$ cat src/verilog/pin_override_pkg.sv
// constants for the port a / port b alternate-function override block
// assumes a single 100 MHz system clock
package pin_override_pkg;
  localparam int PORTA_PINS      = 8;
  localparam int PORTB_PINS      = 4;
  localparam int PIN_COUNT       = 12;
  localparam int PORTB_BASE      = 8;
  localparam int PA_COMP_POS     = 1;
  localparam int PA_COMP_NEG     = 2;
  localparam int PA_COUNT_PIN    = 4;
  localparam int PA_COMPARE_PIN  = 5;
  localparam int PA_TWO_WIRE_PIN = 7;
  localparam int PB_IRQ_PIN      = 10;
  localparam int CLK_PERIOD_NS   = 10;
  localparam int SPIKE_FILTER_NS = 50;
  localparam int SPIKE_CYCLES    = (SPIKE_FILTER_NS + CLK_PERIOD_NS - 1) / CLK_PERIOD_NS;
  localparam int SPIKE_CNT_W     = 4;
endpackage

$ cat src/verilog/port_ab_alt_function_override.sv
// per-pin alternate-function overrides and peripheral taps for port a and port b
// assumes pad inputs already synchronous to clk_in; analog paths modelled as levels
// Overview of operation
// - port a pin n is group a source n
// - port b pins are group b sources 8-11
// - port b pins feed converter channels 8-11
// - pin five output forced by compare b
// - port a input buffer force from mask/enable/disable
// - port a pins 0-4 output forces zero
// - pins 1,2 feed converter and comparator
// - two-wire enable turns on pin 7 slew/filter
// - spike filter sits between pad and two-wire
// - port b output forces held at zero
// - port b buffer force sel is three-way and
// - port b buffer force level is mask and enable
// - port b pin two feeds irq, source, spi
// - forced output value replaces data bit when driving
// - buffer force overrides normal/sleep state
// - direction force replaces direction register bit
`timescale 1ns/1ps
module port_ab_alt_function_override
  import pin_override_pkg::*;
#(
  parameter int FILTER_CYCLES = pin_override_pkg::SPIKE_CYCLES
)
(
  input  wire logic                              clk_in,
  input  wire logic                              nrst_in,
  input  wire logic [pin_override_pkg::PIN_COUNT-1:0] port_data_in,
  input  wire logic [pin_override_pkg::PIN_COUNT-1:0] port_dir_in,
  input  wire logic [pin_override_pkg::PIN_COUNT-1:0] port_pullup_in,
  input  wire logic [pin_override_pkg::PIN_COUNT-1:0] pin_change_mask_bit_in,
  input  wire logic                              pin_change_group_a_enable_in,
  input  wire logic                              pin_change_group_b_enable_in,
  input  wire logic [pin_override_pkg::PIN_COUNT-1:0] analog_pin_digital_off_in,
  input  wire logic                              timer_a_compare_b_out_in,
  input  wire logic                              timer_a_compare_b_route_on_in,
  input  wire logic                              inbuf_state_enable_in,
  input  wire logic [pin_override_pkg::PIN_COUNT-1:0] pad_sense_to_peripherals_in,
  input  wire logic [pin_override_pkg::PIN_COUNT-1:0] pad_analog_link_in,
  input  wire logic                              two_wire_serial_unit_enable_in,
  output logic      [pin_override_pkg::PIN_COUNT-1:0] pullup_force_sel_out,
  output logic      [pin_override_pkg::PIN_COUNT-1:0] pullup_force_level_out,
  output logic      [pin_override_pkg::PIN_COUNT-1:0] direction_force_sel_out,
  output logic      [pin_override_pkg::PIN_COUNT-1:0] direction_force_level_out,
  output logic      [pin_override_pkg::PIN_COUNT-1:0] outvalue_force_sel_out,
  output logic      [pin_override_pkg::PIN_COUNT-1:0] outvalue_force_level_out,
  output logic      [pin_override_pkg::PIN_COUNT-1:0] invert_force_sel_out,
  output logic      [pin_override_pkg::PIN_COUNT-1:0] inbuf_force_sel_out,
  output logic      [pin_override_pkg::PIN_COUNT-1:0] inbuf_force_level_out,
  output logic      [pin_override_pkg::PIN_COUNT-1:0] pad_drive_en_out,
  output logic      [pin_override_pkg::PIN_COUNT-1:0] pad_level_out,
  output logic      [pin_override_pkg::PIN_COUNT-1:0] pad_pullup_out,
  output logic      [pin_override_pkg::PIN_COUNT-1:0] pad_inbuf_en_out,
  output logic      [pin_override_pkg::PIN_COUNT-1:0] pin_change_src_out,
  output logic      [pin_override_pkg::PIN_COUNT-1:0] adc_channel_out,
  output logic                                   comparator_pos_out,
  output logic                                   comparator_neg_out,
  output logic                                   timer_a_count_pin_out,
  output logic                                   external_irq_zero_src_out,
  output logic                                   spi_master_data_out,
  output logic                                   two_wire_slew_limit_out,
  output logic                                   two_wire_filtered_out
);
  import pin_override_pkg::*;

  initial
  begin
    if (FILTER_CYCLES < 1 || FILTER_CYCLES >= (1 << SPIKE_CNT_W))
      $error("FILTER_CYCLES out of range");
  end

  // port a override terms
  genvar n;
  generate
    for (n = 0; n < PORTA_PINS; n++)
    begin : g_port_a
      logic pc_on;
      assign pc_on = pin_change_mask_bit_in[n] & pin_change_group_a_enable_in;
      assign pullup_force_sel_out[n]      = 1'b0;
      assign pullup_force_level_out[n]    = 1'b0;
      assign direction_force_sel_out[n]   = 1'b0;
      assign direction_force_level_out[n] = 1'b0;
      assign invert_force_sel_out[n]      = 1'b0;
      if (n == PA_COMPARE_PIN)
      begin : g_cmp
        assign outvalue_force_sel_out[n]   = timer_a_compare_b_route_on_in;
        assign outvalue_force_level_out[n] = timer_a_compare_b_out_in;
      end
      else
      begin : g_plain
        assign outvalue_force_sel_out[n]   = 1'b0;
        assign outvalue_force_level_out[n] = 1'b0;
      end
      assign inbuf_force_sel_out[n]   = pc_on | analog_pin_digital_off_in[n];
      assign inbuf_force_level_out[n] = pc_on;
      assign pin_change_src_out[n]    = pad_sense_to_peripherals_in[n];
      assign adc_channel_out[n]       = pad_analog_link_in[n];
    end

    // port b override terms
    for (n = PORTB_BASE; n < PIN_COUNT; n++)
    begin : g_port_b
      logic pc_on;
      assign pc_on = pin_change_mask_bit_in[n] & pin_change_group_b_enable_in;
      assign pullup_force_sel_out[n]      = 1'b0;
      assign pullup_force_level_out[n]    = 1'b0;
      assign direction_force_sel_out[n]   = 1'b0;
      assign direction_force_level_out[n] = 1'b0;
      assign outvalue_force_sel_out[n]    = 1'b0;
      assign outvalue_force_level_out[n]  = 1'b0;
      assign invert_force_sel_out[n]      = 1'b0;
      assign inbuf_force_sel_out[n]   = pc_on & analog_pin_digital_off_in[n];
      assign inbuf_force_level_out[n] = pc_on;
      assign pin_change_src_out[n]    = pad_sense_to_peripherals_in[n];
      assign adc_channel_out[n]       = pad_analog_link_in[n];
    end

    // pad resolution per pin
    for (n = 0; n < PIN_COUNT; n++)
    begin : g_resolve
      assign pad_drive_en_out[n] = direction_force_sel_out[n] ?
                                   direction_force_level_out[n] : port_dir_in[n];
      assign pad_level_out[n]    = outvalue_force_sel_out[n] ? outvalue_force_level_out[n] :
                                   (port_data_in[n] ^ invert_force_sel_out[n]);
      assign pad_pullup_out[n]   = pullup_force_sel_out[n] ?
                                   pullup_force_level_out[n] : port_pullup_in[n];
      assign pad_inbuf_en_out[n] = inbuf_force_sel_out[n] ?
                                   inbuf_force_level_out[n] : inbuf_state_enable_in;
    end
  endgenerate

  // peripheral taps, no register stage
  always_comb
  begin
    comparator_pos_out        = pad_analog_link_in[PA_COMP_POS];
    comparator_neg_out        = pad_analog_link_in[PA_COMP_NEG];
    timer_a_count_pin_out     = pad_sense_to_peripherals_in[PA_COUNT_PIN];
    external_irq_zero_src_out = pad_sense_to_peripherals_in[PB_IRQ_PIN];
    spi_master_data_out       = pad_sense_to_peripherals_in[PB_IRQ_PIN];
  end

  // two-wire spike filter on pin 7 analog path
  logic                   filt_r;
  logic                   filt_nxt;
  logic [SPIKE_CNT_W-1:0] cnt_r;
  logic [SPIKE_CNT_W-1:0] cnt_nxt;
  logic                   slew_r;
  logic                   slew_nxt;
  logic                   tw_in;

  assign tw_in = pad_analog_link_in[PA_TWO_WIRE_PIN];

  always_comb
  begin
    filt_nxt = filt_r;
    cnt_nxt  = '0;
    slew_nxt = two_wire_serial_unit_enable_in;
    if (!two_wire_serial_unit_enable_in)
      filt_nxt = tw_in;
    else if (tw_in != filt_r)
    begin
      if (cnt_r == SPIKE_CNT_W'(FILTER_CYCLES - 1))
        filt_nxt = tw_in;
      else
        cnt_nxt = cnt_r + 1'b1;
    end
  end

  always_ff @(posedge clk_in)
  begin
    if (!nrst_in)
    begin
      filt_r <= 1'b1;
      cnt_r  <= '0;
      slew_r <= 1'b0;
    end
    else
    begin
      filt_r <= filt_nxt;
      cnt_r  <= cnt_nxt;
      slew_r <= slew_nxt;
    end
  end

  assign two_wire_filtered_out   = filt_r;
  assign two_wire_slew_limit_out = slew_r;
endmodule

$ cat config.mk
export PLATFORM = sky130hd
export DESIGN_NAME = port_ab_alt_function_override
export DESIGN_NICKNAME = d
export VERILOG_FILES = /design/src/verilog/pin_override_pkg.sv /design/src/verilog/port_ab_alt_function_override.sv
export SDC_FILE = /design/constraint.sdc
export NUM_CORES = 1
export LEC_CHECK = 0
export CAP_MARGIN = 20
export CORE_AREA = 2 2 108 110
export CTS_CLUSTER_DIAMETER = 80
export DETAILED_ROUTE_END_ITERATION = 6
export DIE_AREA = 0 0 110 112
export DONT_BUFFER_PORTS = 1
export HOLD_SLACK_MARGIN = 0.05
export MAX_ROUTING_LAYER = met4
export PLACE_DENSITY = 0.3
export SYNTH_ARGS = -nofsm -noshare
export SYNTH_HDL_FRONTEND = slang
export SYNTH_SLANG_ARGS = --single-unit
$ cat constraint.sdc
create_clock -name clk_in -period 1.7 [get_ports clk_in]
set_clock_uncertainty 0.1 [all_clocks]
set_input_delay 0.085 -clock clk_in [delete_from_list [all_inputs] [get_ports clk_in]]
set_output_delay 0.085 -clock clk_in [all_outputs]
set_load 0.02 [all_outputs]
==> impl_metrics.yaml <==
synthesis:
  syn-cell-area_sq_um: 1700
  netlist_instances: 224
  synth_area_leaders: "buf_4 71%, dfxtp_1 7.1%, and2_1 4.8%, or2_2 4.1%, o21bai_1 3.5%"
  synth_top_area_cell: "buf_4"
  async_flop_share_pct: 0
  yosysTopAreaCellShare_pct: 70.7
  synth_edf_count: 0
  syn_area_per_cell_sq_um: 7.58
  yosysUniqueCellTypes: 18
  synthFlopType: "dfxtp_1"
  ys_seq_elements: 6
  seq_area_frac_synth_pct: 7.07
  synth_warnings: 0
  synth_top_cells_by_count: "160 x buf_4, 13 x and2_1, 11 x or2_2"
  synth.most_common_cell: "buf_4"
placed_design:
  dp_hpwl_um: 2250
  numPortBuffers: 0
  dpl_cell_area_sq_um: 980
  placed_cells: 288
  gp_congestion: 0.610
pwr:
  leakage_nw: 0.531
  seq_power_share_pct: 18.3
  power_switching_w: 0.000350
  p_int_w: 0.000490
  clkPwrFrac_pct: 45.4
  swShare_pct: 41.7
  power_density_nw_per_um2: 774
  combPwrFrac_pct: 36.3
  power_w: 0.000839
  ir_worst_vdd_v: 0.000224
floorplanning:
  num_io_pins: 279
  die_h_um: 112
  die_x_um: 110
  dieArea_sq_um: 12300
  core_area_sq_um: 11200
  initial_core_util_pct: 15.2
  num_rows: 39
critical_path:
  critPathLaunchType: "flip-flop"
  crit_fanout: 4
  crit_path_end_kind: "flip-flop"
  path_buf_inv: 1
  cp.arrival_ns: 1.26
  crit_path_cell_trace: "inv_1 > ha_1 > nand3b_1 > nand4_1 > nor2_1"
  required_ns: 1.76
  critical_path_class: "flip-flop to flip-flop"
  cpLargestDelayFamily: "simple AND/OR/NAND/NOR gates"
  cp_slowest_cell: "dfxtp_1"
  slowest_delay_ns: 0.36
timing:
  setup_viol: 0
  max_freq_mhz: 834
  tns_ns: 0
  finalCriticalPeriod_ns: 1.20
  slew_violations: 0
  rsz0062_at_grt: "false"
  hold_viol_final: 0
  period_share_pct: 70.5
finish:
  nNetsFinal: 247
  instances_no_fill: 294
  final_core_util_pct: 9.71
  drive_gt1_share_pct: 9.93
  final_area_sq_um: 1080
  area_growth_pct: -36.1
  diodes: 0
detailed_routing:
  routed_via_density: 2.54
  ant_nets: 0
  routed_wl_um: 2570
  drtPass1Iterations: 3
  drc: 0
  via_count: 747
  routedWlPerCell_um: 8.73
  drt_iter0_markers: 11
global_route:
  grt_pass1_wl_um: 2860
  antenna_found_initial: 0
  grt_remaining_overflow: 0
  grt_pass1_vias: 549
  grt_usage_pct: 3.36
  grt_max_degree: 9
clock_tree:
  cts_setup_buffers: 0
  numCtsBuffers: 3
  path_clk_slew_ns: 0.03
  clockRootBuffer: "clkbuf_16"
  clock_latency_ns: 0.23
  clockBufferDepth: 2
  htreeDepth: 1
  cts_tree: "built"
  cts_num_sinks: 6
min_path:
  hold_class: "input port to flip-flop"
outcome:
  status: "finished, final reports clean"
flow_run:
  cap_violations: 0
worst paths after layout:
kind / slack, ns / endpoint / cells after the start / startpoint
setup reg to reg: 0.50 / cnt_r[3]$_SDFF_PP0_ / 5 / cnt_r[0]$_SDFF_PP0_
setup / recovery: 0.50 / cnt_r[3]$_SDFF_PP0_ / 5 / cnt_r[0]$_SDFF_PP0_
hold reg to reg: 0.35 / cnt_r[0]$_SDFF_PP0_ / 1 / cnt_r[0]$_SDFF_PP0_
hold / removal: 0.05 / cnt_r[1]$_SDFF_PP0_ / 3 / pad_analog_link_in[7]
layer usage:
layer | up-vias | part of all wire (%) | global-route usage (%)
li1 | 301 | - | -
met3 | 39 | 21 | 2.69
met1 | 308 | 24 | 2.29
met5 | - | 0 | -
met2 | 99 | 43 | 4.21
met4 | 0 | 12 | 5.15
worst min-delay path, stage by stage:
cell	delay, ns
xor2_1	0.04
nand4_1	0.16
nor2_1	0.05
sequential cells by signal, indices dropped and copies added (netlist names):
signal and cells:
two_wire_filtered_out 1, two_wire_slew_limit_out 1, cnt_r 4
power groups by stage:
stage               logic (W)  registers (W)  clock network (W)
finish               0.000305       0.000154           0.000381
global route         0.000329       0.000154           0.000400
CTS                  0.000302       0.000154           0.000393
detailed placement   0.000295       0.000156                  0
global placement     0.000297       0.000156                  0
floorplan            0.000678       0.000155                  0
what timing repair did:
action	CTS	global route
gates resized for setup	0	0
hold buffers	3	0
hold endpoints to repair	6	0
stage by stage:
stage	worst slack (ns)	hold slack, ns
after floorplan	0.597	0.0712
after global placement	0.486	0.0701
after detailed placement	0.482	0.0701
after CTS	0.475	0.0601
after global routing	0.346	0.0700
final	0.501	0.0544
kinds of logic (layout without fill, tap and decap cells):
kind of cell	Yosys count	in the layout	share of synthesized area [%]
AO/OA/AOI/OAI	9	9	3.98
XOR/XNOR	3	3	1.55
adder cells (fa/ha/maj)	2	2	1.47
buffers and inverters	164	10	71.6
flip-flops	6	6	7.07
multiplexers	1	1	0.663
other	1	82	0.221
AND/OR/NAND/NOR	38	38	13.4
layout by cell type, fill, tap and decap left out, drive strengths merged:
| cell | count |
|---|---|
| a21boi | 1 |
| and2 | 13 |
| and3 | 4 |
| clkbuf | 3 |
| conb | 82 |
| dfxtp | 6 |
| dlygate4sd3 | 3 |
| ha | 2 |
| inv | 4 |
| mux2 | 1 |
| nand3 | 2 |
| nand3b | 2 |
| nand4 | 1 |
| nor2 | 4 |
| o21bai | 8 |
| or2 | 12 |
| xnor2 | 1 |
| xor2 | 2 |
final cells by class:
class / count / area [sq um]
Tap cell: 143 / 179
Sequential cell: 6 / 120
Clock buffer: 3 / 75.1
Multi-Input combinational cell: 135 / 666
Inverter: 4 / 15.0
Timing Repair Buffer: 3 / 30.0
Fill cell: 1295 / 10100
No activity file was read; power rests on OpenSTA's default activity.
